$ cat config.mk
export PLATFORM = sky130hd
export DESIGN_NAME = event_flag_bank
export DESIGN_NICKNAME = d
export VERILOG_FILES = /design/src/rtl/flag_bank_pkg.sv /design/src/rtl/event_flag_bank.sv /design/src/rtl/change_detect.sv /design/src/rtl/w1c_flags.sv
export VERILOG_INCLUDE_DIRS = /design/src /design/src/rtl
export SDC_FILE = /design/constraint.sdc
export NUM_CORES = 1
export LEC_CHECK = 0
export ABC_CLOCK_PERIOD_IN_PS = 4100
export BUFFER_PORTS_ARGS = -buffer_cell sky130_fd_sc_hd__buf_2
export CORE_ASPECT_RATIO = 1.1
export CORE_MARGIN = 4
export CORE_UTILIZATION = 35
export CTS_BUF_LIST = sky130_fd_sc_hd__clkbuf_8 sky130_fd_sc_hd__clkbuf_16
export CTS_CLUSTER_DIAMETER = 100
export DETAILED_ROUTE_END_ITERATION = 6
export SLEW_MARGIN = 20
export SYNTH_ARGS = -nofsm -noshare
export SYNTH_HDL_FRONTEND = slang
export SYNTH_SLANG_ARGS = --single-unit
$ cat constraint.sdc
create_clock -name i_sys_clk -period 4.1 [get_ports i_sys_clk]
set_input_delay 0.82 -clock i_sys_clk [delete_from_list [all_inputs] [get_ports i_sys_clk]]
set_output_delay 0.82 -clock i_sys_clk [all_outputs]
set_load 0.02 [all_outputs]
$ cat src/rtl/flag_bank_map.svh
/*
  Register map, bit positions and timing constants of the sticky event-flag bank.
  Assumes a 20 MHz core clock; included by bare name from the rtl folder.
*/
`ifndef FLAG_BANK_MAP_SVH
`define FLAG_BANK_MAP_SVH

// Register addresses on the device's internal register port
`define ADDR_FLAGS 16'h0403
`define ADDR_OC_PHASE 16'h0410
`define ADDR_IDLE_PHASE 16'h0411
`define ADDR_CK_RESULT 16'h0412
`define ADDR_CK_FORCE 16'h0413

// Bit positions inside the flag word and the checksum force register
`define BIT_CK_DONE 27
`define BIT_CFG_CHG 26
`define LSB_SAG 23
`define LSB_OVOLT 20
`define BIT_RSVD 19
`define BIT_ORDER_ERR 18
`define BIT_OVERCUR 17
`define BIT_PWRUP 16
`define LSB_CURR_ZX 13
`define BIT_COMB_ZX 12
`define LSB_VOLT_ZX 9
`define LSB_ZX_TMO 6
`define BIT_IDLE 5
`define BIT_FORCE_UPD 0

// Field masks and reset values
`define FLAG_IMPL_MASK 32'h0FF7_FFE0
`define MSK_SAG 32'h0380_0000
`define MSK_OVOLT 32'h0070_0000
`define MSK_CURR_ZX 32'h0000_E000
`define MSK_VOLT_ZX 32'h0000_0E00
`define MSK_ZX_TMO 32'h0000_01C0
`define FLAGS_RESET 32'h0000_0000
`define PHASE_MASK 3'h7
`define CK_SEED 32'hFFFF_FFFF

// Sizes and timing
`define CFG_WORDS_DFLT 8
`define WORD_W_DFLT 32
`define CLK_PERIOD_NS 50
`define STARTUP_TIME_NS 100000
`define STARTUP_CYCLES_DFLT ((`STARTUP_TIME_NS + `CLK_PERIOD_NS - 1) / `CLK_PERIOD_NS)

`endif

$ cat src/rtl/flag_bank_pkg.sv
/*
  Types shared by the sticky event-flag bank.
  Assumes nothing beyond a SystemVerilog compiler.
*/
`default_nettype none

package flag_bank_pkg;
  // Operating power modes, as presented by the power manager
  typedef enum logic [1:0] {
    full_operation_mode,
    reduced_mode,
    low_mode,
    lowest_power_mode
  } power_mode_t;

  // Checksum engine states
  typedef enum logic {ck_idle, ck_run} ck_state_t;
endpackage

`default_nettype wire

$ cat src/rtl/event_flag_bank.sv
/*
  Sticky event-flag bank of the second latched status word, with the
  overcurrent phase register, per-phase idle register, configuration checksum
  engine and start-up sequencer that feed it.
  Assumes event inputs are one-cycle pulses and condition inputs are levels,
  all synchronous to i_sys_clk; the register port is driven by the serial
  interface engine with one-cycle read and write strobes.
*/
// Summary of operation
// - checksum finish after force sets bit 27
// - config change recomputes checksum, sets bit 26
// - sag entry or exit sets per-phase flag
// - overvoltage entry or exit sets per-phase flag
// - wrong zero-crossing order sets bit 18
// - overcurrent sets bit 17, phases recorded
// - start-up finish sets bit 16
// - current zero-crossing sets per-phase flag
// - combined voltage zero-crossing sets bit 12
// - voltage zero-crossing sets per-phase flag
// - missing voltage zero-crossing sets timeout flag
// - idle entry or exit sets bit 5
`include "flag_bank_map.svh"
`default_nettype none

module event_flag_bank #(
  parameter int CFG_WORDS = `CFG_WORDS_DFLT,
  parameter int WORD_W = `WORD_W_DFLT,
  parameter int STARTUP_CYCLES = `STARTUP_CYCLES_DFLT
) (
  input wire logic i_sys_clk,
  input wire logic i_sys_rst,
  input wire logic i_clk_en,
  input wire logic i_reg_wr,
  input wire logic i_reg_rd,
  input wire logic [15:0] i_reg_addr,
  input wire logic [31:0] i_reg_wdata,
  output logic [31:0] o_reg_rdata,
  input wire logic [CFG_WORDS*WORD_W-1:0] i_cfg_image,
  input wire logic [2:0] i_sag_level,
  input wire logic [2:0] i_overvolt_level,
  input wire logic [2:0] i_idle_level,
  input wire logic i_phase_order_err,
  input wire logic [2:0] i_overcurrent_evt,
  input wire flag_bank_pkg::power_mode_t i_power_mode,
  input wire logic [2:0] i_curr_zx,
  input wire logic i_comb_zx,
  input wire logic [2:0] i_volt_zx,
  input wire logic [2:0] i_zx_timeout,
  output logic [31:0] o_event_flags,
  output logic o_startup_busy
);
  localparam int IDX_W = (CFG_WORDS > 1) ? $clog2(CFG_WORDS) : 1;
  localparam int SU_W = $clog2(STARTUP_CYCLES + 1);

  // Checksum step: rotate and fold in the next word
  function automatic logic [WORD_W-1:0] ck_mix(input logic [WORD_W-1:0] acc,
                                               input logic [WORD_W-1:0] word);
    ck_mix = {acc[WORD_W-2:0], acc[WORD_W-1]} ^ word;
  endfunction

  logic [31:0] flags;
  logic [31:0] set_vec;
  logic [31:0] clr_vec;
  logic [2:0] oc_phase;
  logic [8:0] cond_change;
  logic [8:0] cond_q;
  logic [31:0] rd_mux;

  // Register port decode
  wire sel_flags = i_reg_addr == `ADDR_FLAGS;
  wire sel_oc = i_reg_addr == `ADDR_OC_PHASE;
  wire sel_idle = i_reg_addr == `ADDR_IDLE_PHASE;
  wire sel_result = i_reg_addr == `ADDR_CK_RESULT;
  wire wr_flags = i_reg_wr && sel_flags;
  wire wr_oc = i_reg_wr && sel_oc;
  wire wr_force = i_reg_wr && (i_reg_addr == `ADDR_CK_FORCE) && i_reg_wdata[`BIT_FORCE_UPD];

  // Condition levels: sag, overvoltage and idle per phase, both edges count
  change_detect #(
    .WIDTH(9)
  ) u_cond_edges (
    .i_sys_clk(i_sys_clk),
    .i_sys_rst(i_sys_rst),
    .i_clk_en(i_clk_en),
    .i_level({i_idle_level, i_overvolt_level, i_sag_level}),
    .o_change(cond_change),
    .o_level_q(cond_q)
  );

  wire [2:0] sag_chg = cond_change[2:0];
  wire [2:0] ovolt_chg = cond_change[5:3];
  wire [2:0] idle_chg = cond_change[8:6];

  // ---- Configuration checksum engine ----
  flag_bank_pkg::ck_state_t ck_state;
  logic [IDX_W-1:0] ck_idx;
  logic [WORD_W-1:0] ck_acc;
  logic [WORD_W-1:0] cfg_check_result_reg;
  logic [CFG_WORDS*WORD_W-1:0] cfg_prev;
  logic cfg_seen;
  logic pend_force;
  logic pend_chg;
  logic run_force;
  logic run_chg;

  // Watch the covered registers; first cycle after reset only primes the copy
  wire cfg_moved = cfg_seen && (cfg_prev != i_cfg_image);
  wire [WORD_W-1:0] ck_word = i_cfg_image[ck_idx*WORD_W +: WORD_W];
  wire [WORD_W-1:0] ck_next = ck_mix(ck_acc, ck_word);
  wire ck_last = ck_idx == IDX_W'(CFG_WORDS - 1);
  wire ck_running = ck_state == flag_bank_pkg::ck_run;
  wire ck_start = !ck_running && (pend_force || pend_chg);
  wire ck_fin = ck_running && ck_last;

  // Change tracking and pending requests; requests during a run queue up
  always_ff @(posedge i_sys_clk) begin
    if (i_sys_rst) begin
      cfg_prev <= '0;
      cfg_seen <= 1'b0;
      pend_force <= 1'b0;
      pend_chg <= 1'b0;
    end else if (i_clk_en) begin
      cfg_prev <= i_cfg_image;
      cfg_seen <= 1'b1;
      pend_force <= wr_force || (pend_force && !ck_start);
      pend_chg <= cfg_moved || (pend_chg && !ck_start);
    end
  end

  // Word-serial checksum walk, one word per enabled cycle
  always_ff @(posedge i_sys_clk) begin
    if (i_sys_rst) begin
      ck_state <= flag_bank_pkg::ck_idle;
      ck_idx <= '0;
      ck_acc <= '0;
      run_force <= 1'b0;
      run_chg <= 1'b0;
      cfg_check_result_reg <= '0;
    end else if (i_clk_en) begin
      case (ck_state)
        flag_bank_pkg::ck_idle: begin
          if (ck_start) begin
            ck_state <= flag_bank_pkg::ck_run;
            ck_idx <= '0;
            ck_acc <= WORD_W'(`CK_SEED);
            run_force <= pend_force;
            run_chg <= pend_chg;
          end
        end
        flag_bank_pkg::ck_run: begin
          ck_acc <= ck_next;
          ck_idx <= ck_idx + 1'b1;
          if (ck_last) begin
            ck_state <= flag_bank_pkg::ck_idle;
            cfg_check_result_reg <= ck_next;
          end
        end
        default: ck_state <= flag_bank_pkg::ck_idle;
      endcase
    end
  end

  // ---- Start-up sequencer: after reset and on a step from lowest power to full operation ----
  flag_bank_pkg::power_mode_t mode_prev;
  logic su_busy;
  logic [SU_W-1:0] su_cnt;

  wire su_wake = (mode_prev == flag_bank_pkg::lowest_power_mode) &&
                 (i_power_mode == flag_bank_pkg::full_operation_mode);
  wire su_last = su_cnt == SU_W'(STARTUP_CYCLES - 1);
  wire su_fire = i_clk_en && su_busy && su_last && !su_wake;

  // Count the start-up time, restarting on every wake
  always_ff @(posedge i_sys_clk) begin
    if (i_sys_rst) begin
      mode_prev <= flag_bank_pkg::full_operation_mode;
      su_busy <= 1'b1;
      su_cnt <= '0;
    end else if (i_clk_en) begin
      mode_prev <= i_power_mode;
      if (su_wake) begin
        su_busy <= 1'b1;
        su_cnt <= '0;
      end else if (su_busy) begin
        su_busy <= !su_last;
        su_cnt <= su_cnt + 1'b1;
      end
    end
  end

  // ---- Flag set vector, one field per event source ----
  assign set_vec[31:28] = 4'h0;
  assign set_vec[`BIT_CK_DONE] = ck_fin && run_force;
  assign set_vec[`BIT_CFG_CHG] = ck_fin && run_chg;
  assign set_vec[`LSB_SAG +: 3] = sag_chg;
  assign set_vec[`LSB_OVOLT +: 3] = ovolt_chg;
  assign set_vec[`BIT_RSVD] = 1'b0;
  assign set_vec[`BIT_ORDER_ERR] = i_phase_order_err;
  assign set_vec[`BIT_OVERCUR] = |i_overcurrent_evt;
  assign set_vec[`BIT_PWRUP] = su_fire;
  assign set_vec[`LSB_CURR_ZX +: 3] = i_curr_zx;
  assign set_vec[`BIT_COMB_ZX] = i_comb_zx;
  assign set_vec[`LSB_VOLT_ZX +: 3] = i_volt_zx;
  assign set_vec[`LSB_ZX_TMO +: 3] = i_zx_timeout;
  assign set_vec[`BIT_IDLE] = |idle_chg;
  assign set_vec[4:0] = 5'h00;

  // Write-one-to-clear; zero bits leave flags alone
  assign clr_vec = wr_flags ? i_reg_wdata : `FLAGS_RESET;

  // Latched flag word, reserved and excluded bits held at zero
  w1c_flags #(
    .WIDTH(32),
    .MASK(`FLAG_IMPL_MASK)
  ) u_flags (
    .i_sys_clk(i_sys_clk),
    .i_sys_rst(i_sys_rst),
    .i_clk_en(i_clk_en),
    .i_set(set_vec),
    .i_clr(clr_vec),
    .o_flags(flags)
  );

  // Which phases raised an overcurrent, cleared the same way
  w1c_flags #(
    .WIDTH(3),
    .MASK(`PHASE_MASK)
  ) u_oc_phase (
    .i_sys_clk(i_sys_clk),
    .i_sys_rst(i_sys_rst),
    .i_clk_en(i_clk_en),
    .i_set(i_overcurrent_evt),
    .i_clr(wr_oc ? i_reg_wdata[2:0] : 3'h0),
    .o_flags(oc_phase)
  );

  // Read data selection; unmapped addresses read zero
  assign rd_mux = sel_flags ? flags :
                  sel_oc ? {29'h0000_0000, oc_phase} :
                  sel_idle ? {29'h0000_0000, cond_q[8:6]} :
                  sel_result ? 32'(cfg_check_result_reg) :
                  32'h0000_0000;

  // Registered read data
  always_ff @(posedge i_sys_clk) begin
    if (i_sys_rst) begin
      o_reg_rdata <= 32'h0000_0000;
    end else if (i_clk_en && i_reg_rd) begin
      o_reg_rdata <= rd_mux;
    end
  end

  assign o_event_flags = flags;
  assign o_startup_busy = su_busy;
endmodule

`default_nettype wire

$ cat src/rtl/change_detect.sv
/*
  Level-change detector: one-cycle pulse on either edge of each input bit.
  Assumes inputs synchronous to i_sys_clk.
*/
`default_nettype none

module change_detect #(
  parameter int WIDTH = 9
) (
  input wire logic i_sys_clk,
  input wire logic i_sys_rst,
  input wire logic i_clk_en,
  input wire logic [WIDTH-1:0] i_level,
  output logic [WIDTH-1:0] o_change,
  output logic [WIDTH-1:0] o_level_q
);
  logic [WIDTH-1:0] level_q;

  // Remember the last level seen
  always_ff @(posedge i_sys_clk) begin
    if (i_sys_rst) begin
      level_q <= '0;
    end else if (i_clk_en) begin
      level_q <= i_level;
    end
  end

  // Entry and exit both count as a change
  assign o_change = (i_level ^ level_q) & {WIDTH{i_clk_en}};
  assign o_level_q = level_q;
endmodule

`default_nettype wire

$ cat src/rtl/w1c_flags.sv
/*
  Sticky flag register: hardware sets, a write of one clears, set beats clear.
  Assumes set and clear vectors synchronous to i_sys_clk.
*/
`default_nettype none

module w1c_flags #(
  parameter int WIDTH = 32,
  parameter logic [WIDTH-1:0] MASK = '1
) (
  input wire logic i_sys_clk,
  input wire logic i_sys_rst,
  input wire logic i_clk_en,
  input wire logic [WIDTH-1:0] i_set,
  input wire logic [WIDTH-1:0] i_clr,
  output logic [WIDTH-1:0] o_flags
);
  logic [WIDTH-1:0] flags;
  logic [WIDTH-1:0] next_flags;

  // Set wins over clear; unimplemented bits stay zero
  assign next_flags = ((flags & ~i_clr) | i_set) & MASK;

  // Flag storage
  always_ff @(posedge i_sys_clk) begin
    if (i_sys_rst) begin
      flags <= '0;
    end else if (i_clk_en) begin
      flags <= next_flags;
    end
  end

  assign o_flags = flags;
endmodule

`default_nettype wire

==> results.py <==
metrics = {
    "drt": {
        "ant_nets": 0,
        "postRouteWirelength_um": 74300,
        "avgRoutedWirePerCell_um": 23.6,
        "dr.pass1.iters": 5,
        "drt-initial-drc-count": 1285,
        "drcViolationCount": 0,
        "vias": 16300,
        "viasPerCell": 5.19,
    },
    "placement": {
        "dp_hpwl_um": 58600,
        "numPortBuffers": 381,
        "dp.cells": 3047,
        "globalplace.congestion": 0.897,
    },
    "power_and_ir_drop": {
        "p_leak_uw": 0.00975,
        "powerDensity_nw_per_um2": 417,
        "finalPower_uw": 10000,
        "ir_drop_mv": 0.338,
    },
    "critical_path": {
        "slowest_stage": "dfxtp_4",
        "path_cells": "buf_12 > mux4_2 > mux2i_1 > xnor2_1 > nor2_1 > a211oi_1",
        "path_delay_family": "multiplexers",
        "cp-start-kind": "flip-flop",
        "r2r_setup_slack_ns": 1.32,
        "cp_num_cells": 6,
        "critPathMaxFanout": 30,
        "cp_slowest_stage_delay_ns": 0.82,
        "worstSetupPathType": "flip-flop to flip-flop",
        "end_kind": "flip-flop",
        "r2r_cells": 6,
        "timing.critical_path.buf_inv": 1,
        "critPathRequiredTime_ns": 4.59,
        "crit_arrival_ns": 3.27,
    },
    "yosys": {
        "ys.flop_type": "dfxtp_1",
        "yosys-top-cells-area": "dfxtp_1, mux2i_1, xnor2_1, nor2_1, mux4_2",
        "yosysTopAreaCell": "dfxtp_1",
        "synth_top_cell_area_share": 0.410,
        "ys_ff_latch": 409,
        "syn_inst": 2026,
        "syn_area_um2": 20000,
        "synth_edf_count": 0,
        "yosysUniqueCellTypes": 49,
        "avgSynthCellArea_um2": 9.86,
        "synth_warnings": 0,
        "synthArstFlopShare": 0,
        "ys_seq_area_frac": 0.410,
    },
    "layout": {
        "final_util": 0.428,
        "layout_common_cells": "nor2_1, dfxtp_1, buf_2",
        "instances_no_fill": 3145,
        "largest_reg_flops": 256,
        "drive_gt1_frac": 0.243,
        "final_common_cell": "nor2_1",
        "syn2layout_area_growth_pct": 20.4,
        "nets": 2689,
        "top_register": "cfg_prev",
    },
    "global_route": {
        "antenna_found_initial": 23,
        "grt_max_degree": 151,
        "grt_pass1_vias": 16100,
        "grtUsageTotal": 0.233,
        "grt_overflow_total": 0,
        "grt_pass1_wl_um": 106000,
    },
    "clock_tree": {
        "ctsRootBufferMaster": "clkbuf_16",
        "numCtsBuffers": 47,
        "cts.sinks": 409,
        "cts_buffer_depth": 3,
        "cts_tree": "built",
        "ctsResizeCount": 0,
        "postCtsSetupBuffers": 0,
        "h-tree-depth": 2,
        "clkTransAtPathRegs_ns": 0.06,
        "clkLatencyLatePin_ns": 0.60,
        "cts_hold_buf": 0,
    },
    "timing": {
        "final.setup.tns_ns": 0,
        "slew_viol_final": 0,
        "slew_headroom": 0.150,
        "rsz0062_at_grt": "no",
        "finalCriticalPeriod_ns": 2.78,
        "finalHoldViolations": 0,
        "setup_viol": 0,
        "fmax_mhz": 359,
        "period_share": 0.679,
        "tightest_slew_ns": 1.28,
        "fin_skew_ns": 0.0214,
    },
    "die": {
        "die_y_um": 259,
        "die_area_um2": 61000,
        "initial_core_util": 0.355,
        "num_rows": 91,
        "core_area_um2": 56200,
        "dieWidth_um": 236,
        "ioPinCount": 399,
    },
    "min_path": {
        "hold_depth": 2,
        "hold_class": "flip-flop to flip-flop",
    },
    "flow_run": {
        "drv_cap": 0,
    },
    "outcome": {
        "status": "finished clean",
    },
}
## final timing paths
path | startpoint | to
worst max-delay path | ck_idx[0]$_SDFFE_PP0P_ | cfg_check_result_reg[22]$_SDFFE_PP0P_
worst min-delay path | o_reg_rdata[31]$_SDFFE_PP0P_ | o_reg_rdata[31]$_SDFFE_PP0P_
worst max register to register | ck_idx[0]$_SDFFE_PP0P_ | cfg_check_result_reg[22]$_SDFFE_PP0P_
worst min register to register | o_reg_rdata[31]$_SDFFE_PP0P_ | o_reg_rdata[31]$_SDFFE_PP0P_
## cell families after synthesis
group / count (synthesis) / share of synthesized area
AOI/OAI and AO/OA: 138 / 0.0488
xor gates and xnor gates: 306 / 0.134
adders and majority gates: 3 / 0.00188
buffers and inverters: 167 / 0.0396
DFF: 409 / 0.410
muxes: 363 / 0.222
other: 1 / 0.000188
and+or+nand+nor: 639 / 0.144
## tightest hold or removal path: stages, from the launching register on
cell and delay (ns):
dfxtp_1 0.30, nand2_1 0.05, a21oi_1 0.05
## stage by stage
step           setup slack, ns  area [um^2]  hold slack (ns)
2_1_floorplan             1.90        20000            0.432
5_1_grt                   1.16        24000            0.477
3_3_place_gp             0.942        22500            0.438
6_report                  1.32        24100            0.449
3_5_place_dp             0.826        22500            0.441
4_1_cts                   1.29        24000            0.449
## per-layer routing
layer	global-route usage	vias up	wire, um	share of wire
met5	0	-	88	0.0012
met4	0.106	16	3420	0.046
met3	0.0581	142	6210	0.084
met2	0.388	662	35100	0.47
met1	0.285	7843	29500	0.40
li1	-	7672	-	-
## where the power goes
part	internal, uW	switching (uW)	total (uW)
Clock	2460	1770	4230
Sequential	4180	147	4330
Combinational	628	835	1460
Total	7270	2750	10000
## cell usage after synthesis, types with 2 or more instances
library cell / instances
nor2_1: 411
dfxtp_1: 409
mux2i_1: 299
xnor2_1: 293
clkbuf_1: 71
nand4_1: 69
mux4_2: 64
nor3_1: 50
nand2_1: 46
a21oi_1: 41
buf_2: 41
a211oi_1: 32
inv_1: 30
o21ai_0: 24
nand3_1: 17
nor4_1: 17
buf_4: 14
xor2_1: 13
a221oi_1: 12
nor3_2: 11
a221oi_2: 10
buf_6: 6
buf_1: 4
nor2b_1: 4
ha_1: 3
o2111ai_1: 3
o22ai_1: 3
o31ai_1: 3
or2_2: 3
a21bo_2: 2
a32oi_1: 2
or3_1: 2
## final cells by class
type | count | area, um^2
flip-flops and latches | 409 | 8200
diodes | 15 | 37.5
fillers | 5481 | 32200
multi-input cells | 1459 | 11000
well taps | 744 | 931
repair buffers | 405 | 2190
inverters | 30 | 113
clock buffers | 58 | 1350
clock inverters | 25 | 198
No activity file was read; power rests on OpenSTA's default activity.
